[src/verilog/pcpa_pkg.sv]
package pcpa_pkg;
   // ***************************************************
   // Register map (byte addresses)
   // ***************************************************
   localparam logic [11:0] PAD_CONFIG_OFS = 12'hF3C;
   localparam logic [11:0] SPI_OD_OFS = 12'hF40;
   localparam logic [11:0] SERIAL_OD_OFS = 12'hF41;
   localparam logic [11:0] CPWM_OD_OFS = 12'hF42;
   localparam logic [11:0] PIN_DATA_A_DATA_OFS = 12'hF80;
   localparam logic [11:0] PIN_DATA_A_LATCH_OFS = 12'hF84;
   localparam logic [11:0] PIN_DATA_A_DIR_OFS = 12'hF88;
   localparam logic [11:0] ANALOG_CFG0_OFS = 12'hF8C;
   localparam logic [11:0] ANALOG_CTL_OFS = 12'hF90;
   localparam logic [11:0] CLOCK_PIN_OFS = 12'hF94;
   // ***************************************************
   // Field positions and masks
   // ***************************************************
   localparam int TTL_BIT = 0;
   localparam int CLK_SEL_LSB = 1;
   localparam logic [7:0] OD_MASK = 8'h03;
   localparam logic [7:0] PAD_MASK = 8'h07;
   localparam logic [7:0] PIN_DATA_A_MASK = 8'hEF;
   localparam logic [7:0] ANALOG_CAP_MASK = 8'h2F;
   localparam logic [7:0] ANALOG_CTL_MASK = 8'h07;
   localparam int COMPARATOR_REF_OUTPUT_OE_BIT = 0;
   localparam int CMP1_SEL_BIT = 1;
   localparam int CMP2_SEL_BIT = 2;
   localparam int COMPARATOR_REF_OUTPUT_PIN = 2;
   localparam int CLK_OE_BIT = 0;
   // ***************************************************
   // Reset values
   // ***************************************************
   localparam logic [7:0] REG_RST = 8'h00;
   localparam logic [7:0] DIR_RST = 8'hEF;
   localparam logic [31:0] UNMAPPED_RD = 32'h0000_0000;
   // ***************************************************
   // Types
   // ***************************************************
   typedef enum logic [1:0] {
      CLK_SEL_ALARM = 2'h0,
      CLK_SEL_SECONDS = 2'h1,
      CLK_SEL_SOURCE = 2'h2,
      CLK_SEL_RSVD = 2'h3
   } pcpa_clk_sel_t;
   typedef enum logic [1:0] {
      OSC_NONE,
      OSC_CLKOUT,
      OSC_CRYSTAL
   } pcpa_osc_mode_t;
   typedef struct packed {
      logic [1:0] cpwm;
      logic [1:0] serial;
      logic [1:0] spi;
   } pcpa_od_t;
endpackage

[src/verilog/pcpa_top.sv]
// Added by the designer: the Avalon-MM register port.
module pcpa_top (
   // Clock and reset
   input wire logic SYS_CLK_I,
   input wire logic ARST_N_I,
   // Avalon-MM slave
   input wire logic [11:0] AVS_ADDRESS_I,
   input wire logic AVS_READ_I,
   input wire logic AVS_WRITE_I,
   input wire logic [31:0] AVS_WRITEDATA_I,
   input wire logic [3:0] AVS_BYTEENABLE_I,
   output logic [31:0] AVS_READDATA_O,
   output logic AVS_WAITREQUEST_O,
   // Oscillator mode
   input wire pcpa_pkg::pcpa_osc_mode_t OSC_MODE_I,
   // Port A pins
   input wire logic [7:0] PIN_DATA_A_PIN_I,
   output logic [7:0] PIN_DATA_A_PIN_O,
   output logic [7:0] PIN_DATA_A_PIN_OE_O,
   // Peripheral outputs (bit0 clock, bit1 data per module)
   input wire logic [1:0] CPWM_OUT_I [2],
   input wire logic [1:0] SERIAL_OUT_I [2],
   input wire logic [1:0] SPI_OUT_I [2],
   output logic [1:0] PERIPH_PIN_O [6],
   output logic [1:0] PERIPH_PIN_OE_O [6],
   // Real-time clock sources and pin
   input wire logic CLK_ALARM_I,
   input wire logic CLK_SECONDS_I,
   input wire logic CLK_SOURCE_I,
   output logic CLK_PIN_O,
   output logic CLK_PIN_OE_O,
   // Pad controls and comparator inputs
   output logic PARALLEL_PORT_TTL_SELECT_O,
   output logic [1:0] CMP1_IN_O,
   output logic [1:0] CMP2_IN_O
);
   // ***************************************************
   // Registers
   // ***************************************************
   pcpa_pkg::pcpa_od_t od_q;
   logic [7:0] pad_q;
   logic [7:0] lat_q;
   logic [7:0] dir_q;
   logic [7:0] acfg_q;
   logic [7:0] actl_q;
   logic clk_oe_q;
   logic [7:0] pin_s1_q;
   logic [7:0] pin_s2_q;
   logic ack_q;
   logic [7:0] mask_d;
   logic [7:0] din_d;
   logic [7:0] rd_d;

   function automatic logic [7:0] wr_val(input logic [7:0] old, input logic [7:0] msk);
      wr_val = AVS_BYTEENABLE_I[0] ? (AVS_WRITEDATA_I[7:0] & msk) : old;
   endfunction

   wire wr_go = AVS_WRITE_I && !ack_q;
   wire [7:0] wd = AVS_WRITEDATA_I[7:0];

   // ***************************************************
   // Bus handshake: answer one cycle after request
   // ***************************************************
   always_ff @(posedge SYS_CLK_I or negedge ARST_N_I) begin
      if (!ARST_N_I) begin
         ack_q <= 1'b0;
         AVS_WAITREQUEST_O <= 1'b1;
      end else begin
         ack_q <= (AVS_READ_I || AVS_WRITE_I) && !ack_q;
         AVS_WAITREQUEST_O <= !((AVS_READ_I || AVS_WRITE_I) && !ack_q);
      end
   end

   // ***************************************************
   // Pin synchroniser
   // ***************************************************
   always_ff @(posedge SYS_CLK_I or negedge ARST_N_I) begin
      if (!ARST_N_I) begin
         pin_s1_q <= pcpa_pkg::REG_RST;
         pin_s2_q <= pcpa_pkg::REG_RST;
      end else begin
         pin_s1_q <= PIN_DATA_A_PIN_I;
         pin_s2_q <= pin_s1_q;
      end
   end

   // ***************************************************
   // Configuration registers
   // ***************************************************
   always_ff @(posedge SYS_CLK_I or negedge ARST_N_I) begin
      if (!ARST_N_I) begin
         od_q <= '0;
         pad_q <= pcpa_pkg::REG_RST;
      end else if (wr_go && AVS_BYTEENABLE_I[0]) begin
         unique case (AVS_ADDRESS_I)
            pcpa_pkg::CPWM_OD_OFS: od_q.cpwm <= wd[1:0];
            pcpa_pkg::SERIAL_OD_OFS: od_q.serial <= wd[1:0];
            pcpa_pkg::SPI_OD_OFS: od_q.spi <= wd[1:0];
            pcpa_pkg::PAD_CONFIG_OFS: pad_q <= wd & pcpa_pkg::PAD_MASK;
            default: ;
         endcase
      end
   end

   // ***************************************************
   // Port A, analog and clock pin registers
   // ***************************************************
   always_ff @(posedge SYS_CLK_I or negedge ARST_N_I) begin
      if (!ARST_N_I) begin
         lat_q <= pcpa_pkg::REG_RST;
         dir_q <= pcpa_pkg::DIR_RST;
         acfg_q <= pcpa_pkg::REG_RST;
         actl_q <= pcpa_pkg::REG_RST;
         clk_oe_q <= 1'b0;
      end else if (wr_go) begin
         unique case (AVS_ADDRESS_I)
            pcpa_pkg::PIN_DATA_A_DATA_OFS,
            pcpa_pkg::PIN_DATA_A_LATCH_OFS: lat_q <= wr_val(lat_q, pcpa_pkg::PIN_DATA_A_MASK);
            pcpa_pkg::PIN_DATA_A_DIR_OFS: dir_q <= wr_val(dir_q, pcpa_pkg::PIN_DATA_A_MASK);
            pcpa_pkg::ANALOG_CFG0_OFS: acfg_q <= wr_val(acfg_q, 8'hFF);
            pcpa_pkg::ANALOG_CTL_OFS: actl_q <= wr_val(actl_q, pcpa_pkg::ANALOG_CTL_MASK);
            pcpa_pkg::CLOCK_PIN_OFS: begin
               if (AVS_BYTEENABLE_I[0]) begin
                  clk_oe_q <= wd[pcpa_pkg::CLK_OE_BIT];
               end
            end
            default: ;
         endcase
      end
   end

   // ***************************************************
   // Usable pins, digital input path
   // ***************************************************
   always_comb begin
      mask_d = pcpa_pkg::PIN_DATA_A_MASK;
      unique case (OSC_MODE_I)
         pcpa_pkg::OSC_CLKOUT: mask_d[6] = 1'b0;
         pcpa_pkg::OSC_CRYSTAL: mask_d[7:6] = 2'b00;
         default: ;
      endcase
      // Digital input gated by config on analog pins
      din_d = pin_s2_q & mask_d & (acfg_q | ~pcpa_pkg::ANALOG_CAP_MASK);
      if (actl_q[pcpa_pkg::COMPARATOR_REF_OUTPUT_OE_BIT]) begin
         din_d[pcpa_pkg::COMPARATOR_REF_OUTPUT_PIN] = 1'b0;
      end
   end

   // ***************************************************
   // Read mux
   // ***************************************************
   always_comb begin
      unique case (AVS_ADDRESS_I)
         pcpa_pkg::CPWM_OD_OFS: rd_d = {6'h00, od_q.cpwm};
         pcpa_pkg::SERIAL_OD_OFS: rd_d = {6'h00, od_q.serial};
         pcpa_pkg::SPI_OD_OFS: rd_d = {6'h00, od_q.spi};
         pcpa_pkg::PAD_CONFIG_OFS: rd_d = pad_q;
         pcpa_pkg::PIN_DATA_A_DATA_OFS: rd_d = din_d;
         pcpa_pkg::PIN_DATA_A_LATCH_OFS: rd_d = lat_q;
         pcpa_pkg::PIN_DATA_A_DIR_OFS: rd_d = dir_q;
         pcpa_pkg::ANALOG_CFG0_OFS: rd_d = acfg_q;
         pcpa_pkg::ANALOG_CTL_OFS: rd_d = actl_q;
         pcpa_pkg::CLOCK_PIN_OFS: rd_d = {7'h00, clk_oe_q};
         default: rd_d = pcpa_pkg::UNMAPPED_RD[7:0];
      endcase
   end

   always_ff @(posedge SYS_CLK_I or negedge ARST_N_I) begin
      if (!ARST_N_I) begin
         AVS_READDATA_O <= 32'h0000_0000;
      end else if (AVS_READ_I && !ack_q) begin
         AVS_READDATA_O <= {24'h00_0000, rd_d};
      end
   end

   // ***************************************************
   // Port A pin drive
   // ***************************************************
   always_ff @(posedge SYS_CLK_I or negedge ARST_N_I) begin
      if (!ARST_N_I) begin
         PIN_DATA_A_PIN_O <= 8'h00;
         PIN_DATA_A_PIN_OE_O <= 8'h00;
      end else begin
         PIN_DATA_A_PIN_O <= lat_q;
         PIN_DATA_A_PIN_OE_O <= ~dir_q & mask_d;
         if (actl_q[pcpa_pkg::COMPARATOR_REF_OUTPUT_OE_BIT]) begin
            PIN_DATA_A_PIN_OE_O[pcpa_pkg::COMPARATOR_REF_OUTPUT_PIN] <= 1'b0;
         end
      end
   end

   // ***************************************************
   // Comparator inputs from analog pins
   // ***************************************************
   always_ff @(posedge SYS_CLK_I or negedge ARST_N_I) begin
      if (!ARST_N_I) begin
         CMP1_IN_O <= 2'b00;
         CMP2_IN_O <= 2'b00;
      end else begin
         CMP1_IN_O <= (actl_q[pcpa_pkg::CMP1_SEL_BIT] && dir_q[0] && !acfg_q[0]) ?
                      {pin_s2_q[3], pin_s2_q[0]} : 2'b00;
         CMP2_IN_O <= (actl_q[pcpa_pkg::CMP2_SEL_BIT] && dir_q[1] && !acfg_q[1]) ?
                      {pin_s2_q[2], pin_s2_q[1]} : 2'b00;
      end
   end

   // ***************************************************
   // Peripheral open-drain pads (fixed pin per module output)
   // ***************************************************
   logic [1:0] od_en [6];
   logic [1:0] po [6];
   always_comb begin
      for (int m = 0; m < 2; m++) begin
         od_en[m] = {2{od_q.cpwm[m]}};
         od_en[m + 2] = {2{od_q.serial[m]}};
         od_en[m + 4] = {2{od_q.spi[m]}};
         po[m] = CPWM_OUT_I[m];
         po[m + 2] = SERIAL_OUT_I[m];
         po[m + 4] = SPI_OUT_I[m];
      end
   end

   always_ff @(posedge SYS_CLK_I or negedge ARST_N_I) begin
      if (!ARST_N_I) begin
         for (int k = 0; k < 6; k++) begin
            PERIPH_PIN_O[k] <= 2'b00;
            PERIPH_PIN_OE_O[k] <= 2'b00;
         end
      end else begin
         for (int k = 0; k < 6; k++) begin
            // Open-drain: drive low only, release for high; otherwise push-pull
            PERIPH_PIN_O[k] <= po[k] & ~od_en[k];
            PERIPH_PIN_OE_O[k] <= ~(od_en[k] & po[k]);
         end
      end
   end

   // ***************************************************
   // Clock pin and pad select
   // ***************************************************
   always_ff @(posedge SYS_CLK_I or negedge ARST_N_I) begin
      if (!ARST_N_I) begin
         CLK_PIN_O <= 1'b0;
         CLK_PIN_OE_O <= 1'b0;
         PARALLEL_PORT_TTL_SELECT_O <= 1'b0;
      end else begin
         unique case (pcpa_pkg::pcpa_clk_sel_t'(pad_q[pcpa_pkg::CLK_SEL_LSB +: 2]))
            pcpa_pkg::CLK_SEL_ALARM: CLK_PIN_O <= CLK_ALARM_I;
            pcpa_pkg::CLK_SEL_SECONDS: CLK_PIN_O <= CLK_SECONDS_I;
            pcpa_pkg::CLK_SEL_SOURCE: CLK_PIN_O <= CLK_SOURCE_I;
            pcpa_pkg::CLK_SEL_RSVD: CLK_PIN_O <= 1'b0;
         endcase
         CLK_PIN_OE_O <= clk_oe_q;
         PARALLEL_PORT_TTL_SELECT_O <= pad_q[pcpa_pkg::TTL_BIT];
      end
   end
endmodule

[config.mk]
export PLATFORM = sky130hd
export DESIGN_NAME = pcpa_top
export DESIGN_NICKNAME = d
export VERILOG_FILES = /design/src/verilog/pcpa_pkg.sv /design/src/verilog/pcpa_top.sv
export SDC_FILE = /design/constraint.sdc
export NUM_CORES = 1
export LEC_CHECK = 0
export BUFFER_PORTS_ARGS = -buffer_cell sky130_fd_sc_hd__buf_2
export CELL_PAD_IN_SITES_DETAIL_PLACEMENT = 1
export CELL_PAD_IN_SITES_GLOBAL_PLACEMENT = 1
export CORE_MARGIN = 2
export CORE_UTILIZATION = 38
export DETAILED_ROUTE_END_ITERATION = 12
export HOLD_SLACK_MARGIN = 0.1
export PLACE_DENSITY = 0.84
export SYNTH_ARGS = -nofsm -noshare
export SYNTH_HDL_FRONTEND = slang
export SYNTH_SLANG_ARGS = --single-unit
[constraint.sdc]
create_clock -name SYS_CLK_I -period 2.5 [get_ports SYS_CLK_I]
set_input_delay 0.25 -clock SYS_CLK_I [delete_from_list [all_inputs] [get_ports SYS_CLK_I]]
set_output_delay 0.25 -clock SYS_CLK_I [all_outputs]
set_load 0.01 [all_outputs]
== Yosys cells after proc, flatten, opt, wreduce, memory -nomap -nowiden ==
Cells that the tools add are included.

* RAM bits: 0
* Bits in latches: 0
* Bits of input ports: 77
* Bits in registers: 107
* Word-level logic and storage cells: 109
* Bits in read-only memories: 0
* Output and inout bits: 80
* Memories: 0

* Mux-type cells: 8
* $add $sub $neg: 0
* Bitwise logic cells: 28
* Shift-type cells: 0
* Eq/ne operators: 15
* Magnitude comparators: 0
* Multipliers: 0
* Div/mod/pow operators: 0
* Reduce and logical (&&, ||, !) cells: 25

{| class="wikitable"
|+ Operators by type and width
! cell !! number
|-
| 12-bit equality test, second input constant || 10
|-
| 8-bit one-hot mux with 10 select lines || 1
|-
| 2-bit bitwise AND || 12
|-
| 8-bit bitwise AND || 3
|-
| 2-bit NOT || 12
|-
| 3-bit AND reduction || 5
|-
| 1-bit logical AND || 8
|-
| 8-bit NOT || 1
|-
| 2-bit AND reduction || 4
|-
| 2-bit equality test, second input constant || 3
|-
| 2-bit by 1-bit equality test with 1-bit output, second input constant || 2
|-
| 1-bit zero test || 4
|-
| 1-bit 2-to-1 mux || 4
|-
| 2-bit 2-to-1 mux || 2
|-
| 1-bit one-hot mux with 4 select lines || 1
|-
| 2-bit OR reduction || 2
|-
| 2-bit zero test || 1
|-
| 1-bit logical OR || 1
|}

== Logic depth before layout (Yosys ltp) ==
* Word-level depth: 7
* Gate-level depth with buffers: 6
* Depth with buffers taken out: 6

== Worst setup path before layout ==
OpenSTA, ideal clock, no wires.

* Path type: flip-flop to flip-flop
* Start: reg ack_q
* End: reg dir_q[0]
* Clock period less this slack: 1995 ps
* Required time: 2418 ps
* Path buffers: 1
* Path slack: 505 ps
* Setup time: 82 ps
* Cell stages (with the launch flop): 6
* Arrival: 1912 ps
* Cell sequence: dfrtp_1 > nand3b_1 > or4_1 > buf_6 > nor4_4 > mux2_2

* Cells in the longest elaborated chain, start to end: 3

{| class="wikitable"
|+ RTL lines
! item !! RTL line !! RTL
|-
| start: declaration || pcpa_top.sv:49 || <nowiki>logic ack_q;</nowiki>
|-
| start signal: assignment || pcpa_top.sv:69 || <nowiki>ack_q <= (AVS_READ_I || AVS_WRITE_I) && !ack_q;</nowiki>
|-
| 1-bit zero test || pcpa_top.sv:58 || <nowiki>wire wr_go = AVS_WRITE_I && !ack_q;</nowiki>
|-
| 1-bit logical AND || pcpa_top.sv:58 ||
|-
| 3-bit AND reduction (no line) || - ||
|-
| end signal: assignment || pcpa_top.sv:111 || <nowiki>dir_q <= pcpa_pkg::DIR_RST;</nowiki>
|-
| end signal: assignment || pcpa_top.sv:119 || <nowiki>pcpa_pkg::PIN_DATA_A_DIR_OFS: dir_q <= wr_val(dir_q, pcpa_pkg::PIN_DATA_A_MASK);</nowiki>
|-
| end: declaration || pcpa_top.sv:43 || <nowiki>logic [7:0] dir_q;</nowiki>
|}

Every way passes these cells.
A chain may end at the register's enable or synchronous reset.

== Worst setup path in the final report ==
* Start: reg ack_q
* End: reg pad_q[0]

* Cells in the longest elaborated chain, start to end: 4

{| class="wikitable"
|+ RTL lines
! item !! RTL line !! RTL
|-
| 1-bit zero test || pcpa_top.sv:58 ||
|-
| 1-bit logical AND || pcpa_top.sv:58 ||
|-
| 1-bit logical AND || pcpa_top.sv:94 || <nowiki>end else if (wr_go && AVS_BYTEENABLE_I[0]) begin</nowiki>
|-
| 2-bit AND reduction (no line) || - ||
|-
| end signal: assignment || pcpa_top.sv:93 || <nowiki>pad_q <= pcpa_pkg::REG_RST;</nowiki>
|-
| end signal: assignment || pcpa_top.sv:99 || <nowiki>pcpa_pkg::PAD_CONFIG_OFS: pad_q <= wd & pcpa_pkg::PAD_MASK;</nowiki>
|-
| end: declaration || pcpa_top.sv:41 || <nowiki>logic [7:0] pad_q;</nowiki>
|}

Every way passes these cells.

==> results.md <==
- Sequential share of power: 57.3%
- Ports: 157
- Nets: 517
- Die width: 109 um
- Synth warn: 0
- Synth top area share: 57.4%
- Root buf cell: clkbuf_8
- Prevailing post-synth register cell: dfrtp_1
- Count of state elements after synthesis: 104
- MaxCap Viol Count: 0
- Number of enable flip-flop cells after synthesis: 0
- Num CTS Buffers: 9
- CP Cell Sequence: nand3b_1, or4_1, nor3_1, mux2_2
- Commonest cells after routing, fill and taps aside: buf_2 (101), dfrtp_1 (96), mux2_2 (35)
- Slowest-stage cell, CP: or4_1
- PostCTS Resize Cnt: 0
- CP max FO: 7
- Tightest Pin Transition: 591 ps
- Sink Count: 104
- Power per cell area: 580 nW/um^2
- Clock Path Buffers: 2
- Synth unique cells: 51
- Dominant cells by area after synthesis: dfrtp_1 (57%), mux2_2 (9.4%), dfstp_2 (5.0%), buf_4 (4.7%), nor2b_1 (2.4%)
- Antenna Cells: 0
- Simple-Gate Fraction of Synth Area: 13.8%
- Port bufs: 102
- Crit end category: flop
- Vias in the first global route: 2996
- Status: finished, final reports clean
- GPL Wtd Cong: 0.811
- DRT iter0 DRCs: 78
- Starting Density: 38.8%
- Switching power: 706 uW
- GR Util All Layers: 17.7%
- Site Rows: 38
- R2r setup slk: 230 ps
- WP data required: 2750 ps
- Clock insertion delay at the later pin of the skew report: 370 ps
- Combinational cell fraction of total power: 8.2%
- Clock share of power: 34.5%
- Die ar.: 11900 sq um
- Largest family of logic cells by synthesized area: simple AND/OR/NAND/NOR gates
- Largest net degree at the start of global routing: 51
- Antenna violations before repair: 0
- Yosys top cell by area: dfrtp_1
- CP Class: flop to flop
- Syn Inst Count: 306
- Most common cell after layout, fill and taps aside: buf_2
- Vias per cell: 4.80
- Final critical-path share of the clock period: 91.0%
- HP Class: primary input to flop
- Max-slew violation count: 0
- Crit path time final: 2270 ps
- DRC: 0
- Via count: 2806
- Nature of the critical path startpoint: flop
- R2r startpoint: ack_q
- DP Wirelength: 7.04 mm
- Setup Viol. Count Final: 0
- Routed wire length: 9.89 mm
- Worst EP arrival: 2530 ps
- Layout area overhead: 24.6%
- Core ar.: 10800 sq um
- VDD IR-drop max: 0.000241 V
- Lkg Pwr: 2.45 nW
- Synth Area in XOR/XNOR: 0%
- Ratio of cells with drive above 1 in the final layout: 40.1%
- FF-to-FF End: pad_q[0]
- Final Hold Viols: 0
- Post-synthesis compound-gate area fraction: 4.52%
- 1st-pass router iterations: 4
- Async SR Flop Fraction: 100%
- Final Skew: 8.45 ps
- Mapped cell area: 4180 sq um
- Die Y: 109 um
- Clk pin slew, worst setup/hold paths: 100 ps
- Synthesized-area fraction occupied by adder cells: 0.299%
- Hold path depth: 2
- Filler instances: 1160
- CTS tree: yes
- Final Util: 48.3%
- R2R depth: 4
- Post-synthesis sequential area ratio: 62.4%
- Wirelength per Cell: 16.9 um
- Switching Fraction: 23.3%
- CTS H-tree depth: 3
- Multiplexer share of the synthesized area: 12.0%
- Mean Syn Cell Area: 13.7 sq um
- Worst Hold Path EP: lat_q[5]
- First-pass GRT wire length: 15.7 mm
- Hold Path Origin: AVS_WRITEDATA_I[5]
- Relative slew slack: 60.3%
- Fmax: 0.440 GHz
- Total gr overflow: 0
- Internal power: 2.32 mW
- Worst path max stage delay: 730 ps
- Unrepaired setup endpoints after global routing: false
- TNS Setup: 0 ps
- Antenna-violating nets left: 0
## power groups by stage
| stage | clock (mW) | sequential [mW] | combinational [mW] |
|---|---|---|---|
| 3_3_place_gp | 0 | 1.76 | 0.216 |
| 3_5_place_dp | 0 | 1.77 | 0.225 |
| 2_1_floorplan | 0 | 1.77 | 0.113 |
| 6_report | 1.04 | 1.73 | 0.249 |
| 5_1_grt | 1.15 | 1.74 | 0.279 |
| 4_1_cts | 1.09 | 1.73 | 0.251 |
## cells by family (layout without fill, tap and decap cells)
group / count (synthesis) / after routing
fa+ha+maj: 1 / 1
buf+inv: 42 / 155
mux: 42 / 42
simple gates: 90 / 90
other cells: 1 / 26
flops: 104 / 104
compound gates: 26 / 26
## per-stage QoR
stage	total power, mW	cells	area (sq um)	worst slack, ps	hold WS [ps]
floorplan	1.89	331	4280	505	-45.6
global placement	1.98	547	4800	261	172
detailed placement	1.99	547	4800	195	178
CTS	3.07	584	5210	183	123
global route	3.17	584	5210	67.9	129
finish	3.02	584	5210	225	144
## per-layer routing
layer	GRT usage (%)	routed length, um	part of all wire [%]
met1	21.7	4140	42
met3	3.47	574	5.8
met2	30.3	4960	50
met4	8.06	210	2.1
met5	0	0	0
## synth_stat cells, drive strengths merged (2+ instances only)
cell    number
nand4b       2
a22o         6
nand2       20
mux2i        4
inv          6
dfstp        8
clkbuf       7
and2         3
nor2        10
dfrtp       96
and4b        4
nor3b        3
a21oi        5
or4b         2
o311ai       2
buf         28
nor2b       16
mux4         3
nor4         2
mux2        35
and3         2
nand3b       6
or4bb        3
o21ai        4
a221oi       3
nor3         8
## flip-flops by register name (all words and copies together) (netlist names), 8 cells and up
signal,cells
acfg_q,8
PERIPH_PIN_O,12
PERIPH_PIN_OE_O,12
AVS_READDATA_O,8
## critical path, delay by kind of cell, from the launching register on
kind,cells,cell delay (ps)
DFF,1,410
and+or+nand+nor,3,1380
muxes,1,390
## what timing repair did
action                                 in CTS  in global routing
endpoints found under the hold margin      43                  0
buffers inserted                            0                  0
hold buffers                               21                  0
## worst max path at each step
stage	startpoint	to	slack (ps)	depth (start not counted)
3_3_place_gp	ack_q	pad_q[0]	260	4
3_5_place_dp	ack_q	pad_q[0]	200	4
2_1_floorplan	ack_q	dir_q[0]	510	5
5_1_grt	ack_q	pad_q[0]	70	4
4_1_cts	ack_q	pad_q[0]	180	4
6_report	ack_q	pad_q[0]	230	4
## area by class of cell
cell class	instances	area, sq um	share of cell area (%)
Multi-Input combinational cell	185	1380	26.4
Clock buffer	15	196	3.77
Sequential cell	104	2610	50.1
Inverter	7	26.3	0.504
Timing Repair Buffer	132	816	15.7
Clock inverter	1	7.51	0.144
Tap cell	140	175	3.36
No activity file was read; power rests on OpenSTA's default activity.
